### config.mk
export PLATFORM = sky130hd
export DESIGN_NAME = rpes_stats
export DESIGN_NICKNAME = d
export VERILOG_FILES = /design/src/include/rpes_pkg.sv /design/src/rtl/rpes_counter.sv /design/src/rtl/rpes_edge.sv /design/src/rtl/rpes_stats.sv
export VERILOG_INCLUDE_DIRS = /design/src /design/src/include
export SDC_FILE = /design/constraint.sdc
export NUM_CORES = 1
export LEC_CHECK = 0
export ABC_AREA = 1
export BUFFER_PORTS_ARGS = -buffer_cell sky130_fd_sc_hd__buf_4
export CAP_MARGIN = 5
export CORE_MARGIN = 2
export CORE_UTILIZATION = 60
export CTS_BUF_LIST = sky130_fd_sc_hd__clkbuf_4 sky130_fd_sc_hd__clkbuf_8
export DETAILED_ROUTE_END_ITERATION = 8
export GPL_TIMING_DRIVEN = 0
export PLACE_DENSITY = 0.95
export SLEW_MARGIN = 30
export SYNTH_ARGS = -nofsm -noshare
export SYNTH_HDL_FRONTEND = slang
export SYNTH_SLANG_ARGS = --single-unit
export TNS_END_PERCENT = 1
### constraint.sdc
create_clock -name sys_clk -period 5.7 [get_ports sys_clk]
set_clock_uncertainty 0.05 [all_clocks]
set_input_delay 0.285 -clock sys_clk [delete_from_list [all_inputs] [get_ports sys_clk]]
set_output_delay 0.285 -clock sys_clk [all_outputs]
set_load 0.01 [all_outputs]
### src/include/rpes_map.svh
// register-free constants for the repeater port statistics block
`ifndef RPES_MAP_SVH
`define RPES_MAP_SVH
// ****************************************************************
// durations in bit times
// ****************************************************************
`define RPES_SHORT_10_BT     16'h004E
`define RPES_SHORT_100_BT    16'h0054
`define RPES_VALID_FLOOR_BT  16'h0228
`define RPES_LATE_BT         16'h0228
`define RPES_JABBER_BT       16'h1F40
// ****************************************************************
// frame sizes in bytes, then the zero and one constants
// ****************************************************************
`define RPES_RUNT_BYTES      16'h0040
`define RPES_RATE_MIN_BYTES  16'h003F
`define RPES_LEN_MIN         16'h0040
`define RPES_LEN_MAX         16'h05EE
`define RPES_ZERO            32'h0000_0000
`define RPES_ONE             32'h0000_0001
`endif

### src/include/rpes_pkg.sv
// types for the repeater port statistics block
package rpes_pkg;
  typedef enum logic [1:0] {
    RPES_IDLE  = 2'b00,
    RPES_ACT   = 2'b01,
    RPES_CLOSE = 2'b11
  } rpes_state_t;
  typedef logic [15:0] rpes_len_t;
endpackage : rpes_pkg

### src/rtl/rpes_counter.sv
// free-running wrapping event counter
`timescale 1ns/1ps
`default_nettype none
`include "rpes_map.svh"
module rpes_counter #(
  parameter int WIDTH = 32
) (
  input  wire logic             sys_clk,
  input  wire logic             bump,
  output logic [WIDTH-1:0]      count
);
  initial begin
    if (WIDTH < 1 || WIDTH > 32) $error("rpes_counter: bad WIDTH");
  end
  logic [WIDTH-1:0] count_reg = '0;
  // no reset: counts survive repeater reset
  always_ff @(posedge sys_clk) begin
    if (bump) begin
      count_reg <= count_reg + WIDTH'(`RPES_ONE);
    end
  end
  assign count = count_reg;
endmodule : rpes_counter
`default_nettype wire

### src/rtl/rpes_edge.sv
// rising-edge detector giving a one-cycle entry pulse
`timescale 1ns/1ps
`default_nettype none
module rpes_edge (
  input  wire logic sys_clk,
  input  wire logic rst,
  input  wire logic level,
  output logic      rise
);
  logic level_reg;
  always_ff @(posedge sys_clk) begin
    if (rst) begin
      level_reg <= 1'b0;
    end else begin
      level_reg <= level;
    end
  end
  // an entry seen while in reset gives no pulse, but a level still high when reset ends pulses in the first cycle after
  assign rise = level & ~level_reg & ~rst;
endmodule : rpes_edge
`default_nettype wire

### src/rtl/rpes_stats.sv
// per-port error statistics for a shared-medium repeater port
// Functional notes
// - count alignment errors: in-range, checksum+framing bad, no collision
// - alignment error frame skips checksum error count
// - count frames longer than maximum length
// - oversize frame skips alignment and checksum counts
// - count carrier events shorter than short limit
// - 100 Mb/s short limit is 84 bits
// - runt: above short, below valid floor, no collision
// - alternative runt test by byte count unused
// - valid packet floor is 552 bit times
// - 74..82 BT event hits short or runt only
// - 10 Mb/s collision counted per collided carrier event
// - 100 Mb/s collision counted on collision-increment entry
// - 10 Mb/s late event on late signal quality error
// - 100 Mb/s late entry counts collision and late
// - late threshold 552 BT has its own comparator (above 552), apart from the floor one (552 and up)
// - 10 Mb/s very long beyond jabber lockup timer
// - 100 Mb/s very long on receive-jabber entry
// - rate mismatch: no collision, above floor, mismatched
// - byte-count rate mismatch method unused
// - auto partition counted on partition-wait entry
// - isolation counted on false carrier to link shaky
// - isolation never touches admin setting
`timescale 1ns/1ps
`default_nettype none
`include "rpes_map.svh"
module rpes_stats #(
  parameter int CW         = 32,
  parameter int JABBER_BT  = 16'h1F40
) (
  input  wire logic        sys_clk,
  input  wire logic        rst,
  input  wire logic        mode_100,
  input  wire logic        carrier_activity,
  input  wire logic        bit_tick,
  input  wire logic        frame_done,
  input  wire logic [15:0] frame_byte_count,
  input  wire logic        checksum_bad,
  input  wire logic        framing_bad,
  input  wire logic        collision_seen,
  input  wire logic        any_port_carrier,
  input  wire logic        port_collision_input,
  input  wire logic        coll_incr_state,
  input  wire logic        rx_jabber_state,
  input  wire logic        partition_wait_state,
  input  wire logic        false_carrier_state,
  input  wire logic        link_shaky_state,
  input  wire logic        rate_mismatch,
  input  wire logic        admin_enable_in,
  output logic             port_admin_setting,
  output logic [CW-1:0]    align_err_count,
  output logic [CW-1:0]    checksum_err_count,
  output logic [CW-1:0]    oversize_frame_count,
  output logic [CW-1:0]    short_event_count,
  output logic [CW-1:0]    runt_count,
  output logic [CW-1:0]    collision_count,
  output logic [CW-1:0]    late_event_count,
  output logic [CW-1:0]    very_long_event_count,
  output logic [CW-1:0]    rate_mismatch_count,
  output logic [CW-1:0]    auto_partition_count,
  output logic [CW-1:0]    isolate_count
);
  initial begin
    if (CW < 8 || CW > 32) $error("rpes_stats: bad CW");
    if (JABBER_BT < 1 || JABBER_BT > 65534) $error("rpes_stats: bad jabber");
  end

  // ****************************************************************
  // helpers
  // ****************************************************************
  function automatic logic ge_len(input rpes_pkg::rpes_len_t a,
                                  input rpes_pkg::rpes_len_t b);
    ge_len = (a >= b);
  endfunction : ge_len

  // ****************************************************************
  // activity length measurement
  // ****************************************************************
  rpes_pkg::rpes_state_t   state_reg;
  rpes_pkg::rpes_len_t     act_len_reg;
  logic                    coll_evt_reg;
  logic                    coll_incr_reg;
  logic                    vlong_done_reg;
  logic                    coll_pulse;
  logic                    jab_pulse;
  logic                    part_pulse;
  logic                    isol_pulse;
  logic                    fc_reg;
  logic                    carrier_end;
  logic                    any_end;
  logic                    any_reg;
  logic                    sqe_pulse;
  logic                    any_coll_reg;
  rpes_pkg::rpes_len_t     short_lim;

  always_ff @(posedge sys_clk) begin
    if (rst) begin
      state_reg <= rpes_pkg::RPES_IDLE;
    end else begin
      case (state_reg)
        rpes_pkg::RPES_IDLE: begin
          if (carrier_activity) state_reg <= rpes_pkg::RPES_ACT;
        end
        rpes_pkg::RPES_ACT: begin
          if (!carrier_activity) state_reg <= rpes_pkg::RPES_CLOSE;
        end
        rpes_pkg::RPES_CLOSE: state_reg <= rpes_pkg::RPES_IDLE;
        default: state_reg <= rpes_pkg::RPES_IDLE;
      endcase
    end
  end
  assign carrier_end = (state_reg == rpes_pkg::RPES_CLOSE);

  // saturate so a stuck carrier cannot wrap back into short range
  always_ff @(posedge sys_clk) begin
    if (rst) begin
      act_len_reg <= '0;
    end else if (state_reg == rpes_pkg::RPES_IDLE) begin
      // the tick that opens the event is its first bit time
      act_len_reg <= (carrier_activity && bit_tick) ? 16'h0001 : 16'h0000;
    end else if (state_reg == rpes_pkg::RPES_ACT && bit_tick
                 && act_len_reg != 16'hFFFF) begin
      act_len_reg <= act_len_reg + 16'h0001;
    end
  end

  // per-event collision memory
  always_ff @(posedge sys_clk) begin
    // a collision between events must not mark the next event
    if (rst || state_reg == rpes_pkg::RPES_CLOSE
        || (state_reg == rpes_pkg::RPES_IDLE && !carrier_activity)) begin
      coll_evt_reg  <= 1'b0;
      coll_incr_reg <= 1'b0;
    end else begin
      if (collision_seen) coll_evt_reg <= 1'b1;
      if (coll_pulse) coll_incr_reg <= 1'b1;
    end
  end

  assign short_lim = mode_100 ? `RPES_SHORT_100_BT
                              : `RPES_SHORT_10_BT;

  logic is_short;
  logic above_floor;
  logic no_coll;
  logic is_late;
  assign is_short    = !ge_len(act_len_reg, short_lim);
  assign above_floor = ge_len(act_len_reg, `RPES_VALID_FLOOR_BT);
  assign is_late     = act_len_reg > `RPES_LATE_BT;
  assign no_coll     = mode_100 ? !coll_incr_reg : !coll_evt_reg;

  // ****************************************************************
  // state entry pulses
  // ****************************************************************
  rpes_edge u_coll (.sys_clk(sys_clk), .rst(rst),
                    .level(coll_incr_state), .rise(coll_pulse));
  rpes_edge u_jab  (.sys_clk(sys_clk), .rst(rst),
                    .level(rx_jabber_state), .rise(jab_pulse));
  rpes_edge u_part (.sys_clk(sys_clk), .rst(rst),
                    .level(partition_wait_state), .rise(part_pulse));
  rpes_edge u_sqe  (.sys_clk(sys_clk), .rst(rst),
                    .level(port_collision_input), .rise(sqe_pulse));

  always_ff @(posedge sys_clk) begin
    if (rst) begin
      fc_reg <= 1'b0;
    end else begin
      fc_reg <= false_carrier_state;
    end
  end
  assign isol_pulse = fc_reg & link_shaky_state & ~false_carrier_state;

  // repeater-wide carrier event, for the 10 Mb/s collision count
  always_ff @(posedge sys_clk) begin
    if (rst) begin
      any_reg      <= 1'b0;
      any_coll_reg <= 1'b0;
    end else begin
      any_reg <= any_port_carrier;
      if (any_end) any_coll_reg <= 1'b0;
      else if (any_port_carrier && port_collision_input) any_coll_reg <= 1'b1;
    end
  end
  assign any_end = any_reg & ~any_port_carrier;

  // very long: once per event at the jabber time
  always_ff @(posedge sys_clk) begin
    if (rst || state_reg == rpes_pkg::RPES_IDLE) begin
      vlong_done_reg <= 1'b0;
    end else if (act_len_reg > 16'(JABBER_BT)) begin
      vlong_done_reg <= 1'b1;
    end
  end

  // ****************************************************************
  // counter bump terms
  // ****************************************************************
  logic in_range;
  logic oversize;
  logic b_align;
  logic b_fcs;
  logic b_over;
  logic b_short;
  logic b_runt;
  logic b_coll;
  logic b_late;
  logic b_vlong;
  logic b_rate;
  assign oversize = frame_byte_count > `RPES_LEN_MAX;
  assign in_range = ge_len(frame_byte_count, `RPES_LEN_MIN) && !oversize;
  assign b_over   = frame_done && oversize;
  assign b_align  = frame_done && in_range && checksum_bad
                    && framing_bad && !collision_seen;
  assign b_fcs    = frame_done && in_range && checksum_bad
                    && !framing_bad && !collision_seen;
  assign b_short  = carrier_end && is_short;
  assign b_runt   = carrier_end && !is_short && !above_floor
                    && no_coll;
  assign b_coll   = mode_100 ? coll_pulse
                             : (any_end && any_coll_reg);
  assign b_late   = mode_100 ? (coll_pulse && is_late)
                             : (sqe_pulse && is_late
                                && state_reg == rpes_pkg::RPES_ACT);
  assign b_vlong  = mode_100 ? jab_pulse
                             : (!vlong_done_reg
                                && act_len_reg > 16'(JABBER_BT));
  assign b_rate   = carrier_end && above_floor && no_coll
                    && rate_mismatch;
  // admin setting passes straight from management; isolation has no path
  assign port_admin_setting = admin_enable_in;

  // ****************************************************************
  // counters
  // ****************************************************************
  rpes_counter #(.WIDTH(CW)) u_c0 (.sys_clk(sys_clk), .bump(b_align),
                                   .count(align_err_count));
  rpes_counter #(.WIDTH(CW)) u_c1 (.sys_clk(sys_clk), .bump(b_fcs),
                                   .count(checksum_err_count));
  rpes_counter #(.WIDTH(CW)) u_c2 (.sys_clk(sys_clk), .bump(b_over),
                                   .count(oversize_frame_count));
  rpes_counter #(.WIDTH(CW)) u_c3 (.sys_clk(sys_clk), .bump(b_short),
                                   .count(short_event_count));
  rpes_counter #(.WIDTH(CW)) u_c4 (.sys_clk(sys_clk), .bump(b_runt),
                                   .count(runt_count));
  rpes_counter #(.WIDTH(CW)) u_c5 (.sys_clk(sys_clk), .bump(b_coll),
                                   .count(collision_count));
  rpes_counter #(.WIDTH(CW)) u_c6 (.sys_clk(sys_clk), .bump(b_late),
                                   .count(late_event_count));
  rpes_counter #(.WIDTH(CW)) u_c7 (.sys_clk(sys_clk), .bump(b_vlong),
                                   .count(very_long_event_count));
  rpes_counter #(.WIDTH(CW)) u_c8 (.sys_clk(sys_clk), .bump(b_rate),
                                   .count(rate_mismatch_count));
  rpes_counter #(.WIDTH(CW)) u_c9 (.sys_clk(sys_clk), .bump(part_pulse),
                                   .count(auto_partition_count));
  rpes_counter #(.WIDTH(CW)) u_ca (.sys_clk(sys_clk), .bump(isol_pulse),
                                   .count(isolate_count));

  // ****************************************************************
  // assertions
  // ****************************************************************
  property p_align_not_fcs;
    @(posedge sys_clk) disable iff (rst) b_align |-> !b_fcs;
  endproperty
  a_align_not_fcs: assert property (p_align_not_fcs)
    else $error("alignment and checksum both counted");

  property p_over_excl;
    @(posedge sys_clk) disable iff (rst) b_over |-> !b_align && !b_fcs;
  endproperty
  a_over_excl: assert property (p_over_excl)
    else $error("oversize frame also counted as error");

  property p_align_step;
    @(posedge sys_clk) disable iff (rst)
      b_align |=> align_err_count == $past(align_err_count) + CW'(1);
  endproperty
  a_align_step: assert property (p_align_step)
    else $error("alignment count did not step");

  property p_short_runt;
    @(posedge sys_clk) disable iff (rst) !(b_short && b_runt);
  endproperty
  a_short_runt: assert property (p_short_runt)
    else $error("short and runt both counted");

  property p_short_len;
    @(posedge sys_clk) disable iff (rst)
      b_short |-> act_len_reg < (mode_100 ? 16'h0054 : 16'h004E);
  endproperty
  a_short_len: assert property (p_short_len)
    else $error("short event too long");

  property p_late_coll;
    @(posedge sys_clk) disable iff (rst)
      (mode_100 && b_late) |-> b_coll;
  endproperty
  a_late_coll: assert property (p_late_coll)
    else $error("late entry missed collision count");

  property p_part_step;
    @(posedge sys_clk) disable iff (rst)
      $rose(partition_wait_state) |=> auto_partition_count
        == $past(auto_partition_count) + CW'(1);
  endproperty
  a_part_step: assert property (p_part_step)
    else $error("partition not counted");

  property p_isol_step;
    @(posedge sys_clk) disable iff (rst)
      ($fell(false_carrier_state) && link_shaky_state)
        |=> isolate_count == $past(isolate_count) + CW'(1);
  endproperty
  a_isol_step: assert property (p_isol_step)
    else $error("isolation not counted");

  property p_admin;
    @(posedge sys_clk) disable iff (rst)
      port_admin_setting == admin_enable_in;
  endproperty
  a_admin: assert property (p_admin)
    else $error("admin setting disturbed");

  property p_runt_nocoll;
    @(posedge sys_clk) disable iff (rst) b_runt |-> no_coll && !above_floor;
  endproperty
  a_runt_nocoll: assert property (p_runt_nocoll)
    else $error("runt counted with collision");

  property p_align_hold;
    @(posedge sys_clk) disable iff (rst)
      !b_align |=> align_err_count == $past(align_err_count);
  endproperty
  a_align_hold: assert property (p_align_hold)
    else $error("alignment count moved without an event");

  c_short: cover property (@(posedge sys_clk) b_short);
  c_runt:  cover property (@(posedge sys_clk) b_runt);
  c_late:  cover property (@(posedge sys_clk) b_late && b_coll);
  c_over:  cover property (@(posedge sys_clk) b_over);
  c_isol:  cover property (@(posedge sys_clk) isol_pulse);
endmodule : rpes_stats
`default_nettype wire

==> out/metrics.cfg <==
[sta]
hold_violations=0
tightest_slew_ns=0.7785
rsz0062_at_grt=false
relSlewSlack_pct=47.92
min_period_over_period_pct=44.94
report.final.slew_viol_count=0
fmax_mhz=390.4
layout_min_cycle_time_ns=2.562
fin_hold_ws_ns=0.08509
setup_viol=0
setup-tns-final_ns=0

[critical_path]
r2r_cells=8
worstReg2RegStart=act_len_reg[10]
cp_max_fo=17
crit_arrival_ns=2.86
setup.worst_path.start_class=flip-flop
worstSetupPathType=reg -> reg
cp_data_required_time_ns=6.00
rrSetupSlack_ns=3.14
endpoint_kind=flip-flop
reg2reg_to=u_c4.count[21]

[layout]
finish.instance_area_sq_um=26020
drive_gt1_share_pct=20.93
final_nets=2788
area_growth_pct=23.96
fill_cells=2207

[synthesis]
ys_seq_area_share_pct=53.03
synth_area_sq_um=20990
syn_area_per_cell_sq_um=9.267
netlist_instances=2265
synth_cell_types=37
synth.net_count=2314
synth_top_area_share_pct=50.36
synthTopCellsByArea=edfxtp_1 (50%), nand2_1 (9.1%), xor2_1 (9.1%), nor2_1 (5.5%), inv_1 (4.6%)
yosys_warnings=0
yosysTopAreaCell=edfxtp_1
synth-seq-cells=380

[job]
max-cap-violations=0

[pwr]
p_int_mw=4.331
p_total_mw=5.641
p_sw_share_pct=23.22
power_frac_clock_pct=39.8
powerDensity_nw_per_um2=216.8
leakagePower_nw=10.38
p_seq_share_pct=55.6
switching_power_mw=1.310
p_comb_share_pct=4.6
peakVddDrop_mv=0.2618

[clock_network]
ctsLongestPathBuffers=3
h-tree-depth=2
path_clk_slew_ns=0.07
cts_sinks=380
clock-root-buffer=clkbuf_8
numCtsBuffers=61
clk_latency_ns=0.66
cts_tree=yes

[floorplan]
fp.dieW_microns=191.0
fp.dieArea_sq_um=36500
fp.dieH_microns=191.0
start_util_pct=60.92
io-pin-count=387
rows=68
fp.coreArea_sq_um=34460

[global_route]
grt_pass1_vias=17948
grt_pass1_wl_microns=90270
antenna_found_initial=3
grt_overflow_total=0
grt_max_degree=33
grt_usage_pct=31.06

[placed_design]
dp.final_hpwl_microns=43050
dpl_cell_area_sq_um=24770
globalplace.congestion=1.005
io_buffers=384

[hold_path]
min_from=framing_bad
hold_path_end=u_c1.count[13]
min_path_type=in -> reg
whs_path_depth=3

[drt]
via_per_inst=5.684
firstDrtPassIters=8
vias=18434
detail_route.wl_per_cell_microns=17.73
dr.first_iter.drc_count=1729
drc_errors=0
routed_wl_microns=57510
antenna_left=0

[status]
status=finished, final reports clean

[power by group through the flow]
| stage | logic [mW] | registers (mW) | clock network (mW) |
|---|---|---|---|
| global placement | 0.227 | 3.19 | 0 |
| global route | 0.279 | 3.14 | 2.40 |
| floorplan | 0.106 | 3.20 | 0 |
| finish | 0.257 | 3.14 | 2.25 |
| detailed placement | 0.246 | 3.19 | 0 |
| CTS | 0.257 | 3.13 | 2.28 |
[Yosys cell counts]
cell type / count
nand3_1: 112
nor3_2: 13
nand3_2: 16
nor3b_1: 6
inv_1: 256
o21ba_2: 1
o21ai_1: 1
nor2_2: 23
nor4_1: 10
and2_1: 3
nor3_1: 129
a211oi_1: 2
o21ai_0: 13
nor3_4: 6
buf_2: 2
o21ai_2: 1
xor2_1: 219
a21oi_2: 2
a21oi_1: 20
dfxtp_1: 28
clkbuf_1: 2
edfxtp_1: 352
nand2_4: 2
and3_1: 2
buf_6: 1
nand3b_1: 10
or2_0: 1
nor2_1: 307
inv_2: 3
nand4_1: 89
buf_4: 1
xnor2_1: 89
nand2_2: 7
ha_1: 15
or2_2: 4
nand2_1: 511
nor2_4: 6
[layer usage]
metal	track usage [%]	up-vias	wire, microns
met5	0	-	0
met4	14.70	0	2585
met3	7.197	222	5946
met2	51.45	1153	27500
li1	-	8514	-
met1	38.59	8545	21480
[cells by family (layout without fill, tap and decap cells)]
family | count (synthesis) | count (layout) | synth area share (%)
AOI/OAI and AO/OA | 40 | 40 | 1.055
and+or+nand+nor | 1257 | 1257 | 27.37
buffers and inverters | 265 | 785 | 4.804
DFF | 380 | 380 | 53.03
other | 0 | 3 | 0
adders and majority gates | 15 | 15 | 0.8941
xor gates and xnor gates | 308 | 308 | 12.85
[cell usage in the layout (no fill, tap or decap), types with 4 or more instances in the layout]
cell type      synthesis  layout
nor3_1               129     127
a21oi_1               20      20
nor3b_1                6       6
buf_4                  1     391
clkbuf_4               0      17
nand3_1              112     112
buf_16                 0       6
dlygate4sd3_1          0      12
edfxtp_1             352     352
nand3_2               16      16
nor4_1                10      10
nor2_1               307     300
or2_2                  4       4
nand2_2                7       8
ha_1                  15      15
nand2_1              511     510
clkinv_1               0      24
nand3b_1              10      10
inv_1                256     256
nand4_1               89      89
xor2_1               219     219
clkbuf_8               0      61
xnor2_1               89      89
nor3_2                13      15
dfxtp_1               28      28
clkinv_2               0       4
nor2_2                23      23
o21ai_0               13      12
nor3_4                 6       6
nor2_4                 6      13
[worst max path at each step]
stage / startpoint / endpoint / cells after the start
finish: act_len_reg[10] / u_c4.count[21] / 8
global route: act_len_reg[10] / u_c4.count[21] / 8
CTS: act_len_reg[10] / u_c4.count[27] / 8
detailed placement: mode_100 / u_c4.count[23] / 10
global placement: mode_100 / u_c3.count[0] / 8
floorplan: act_len_reg[1] / u_c3.count[0] / 7
[repair_timing]
| action | CTS | global route |
|---|---|---|
| gates resized for setup | 0 | 0 |
| setup endpoints to repair | 0 | 0 |
| buffers inserted | 0 | 0 |
| hold endpoints to repair | 32 | 0 |
| hold buffers | 12 | 0 |
[stage by stage]
stage | setup WS [ns] | util (%) | instances
after CTS | 3.147 | 75.49 | 3240
after floorplan | 1.967 | - | 2265
after global routing | 2.912 | 75.50 | 3242
final | 3.138 | 75.51 | 3243
after detailed placement | 3.158 | 71.88 | 3119
after global placement | 0.7486 | 70.93 | 3104
[cell type report]
class,instances,area (sq um),area share (%)
inverter,259,972.2,3.736
clock inverter,31,155.1,0.5963
timing repair buffer,411,3254,12.51
buffer,6,36.28,0.1394
sequential,380,11130,42.78
multi-input combinational,1620,8927,34.31
tap,455,569.3,2.188
antenna,3,7.507,0.02885
clock buffer,78,967.2,3.717
[critical path, cell delays in order (launching register included)]
cell and delay (ns):
dfxtp_1 0.37, inv_1 0.11, nand2_1 0.09, nor3_1 0.27, nand2_1 0.08, nor2_1 0.33, nand2_1 0.16, nor2_4 0.54
buf_8 0.26
Note: power is estimated with default switching activity, not from simulation.
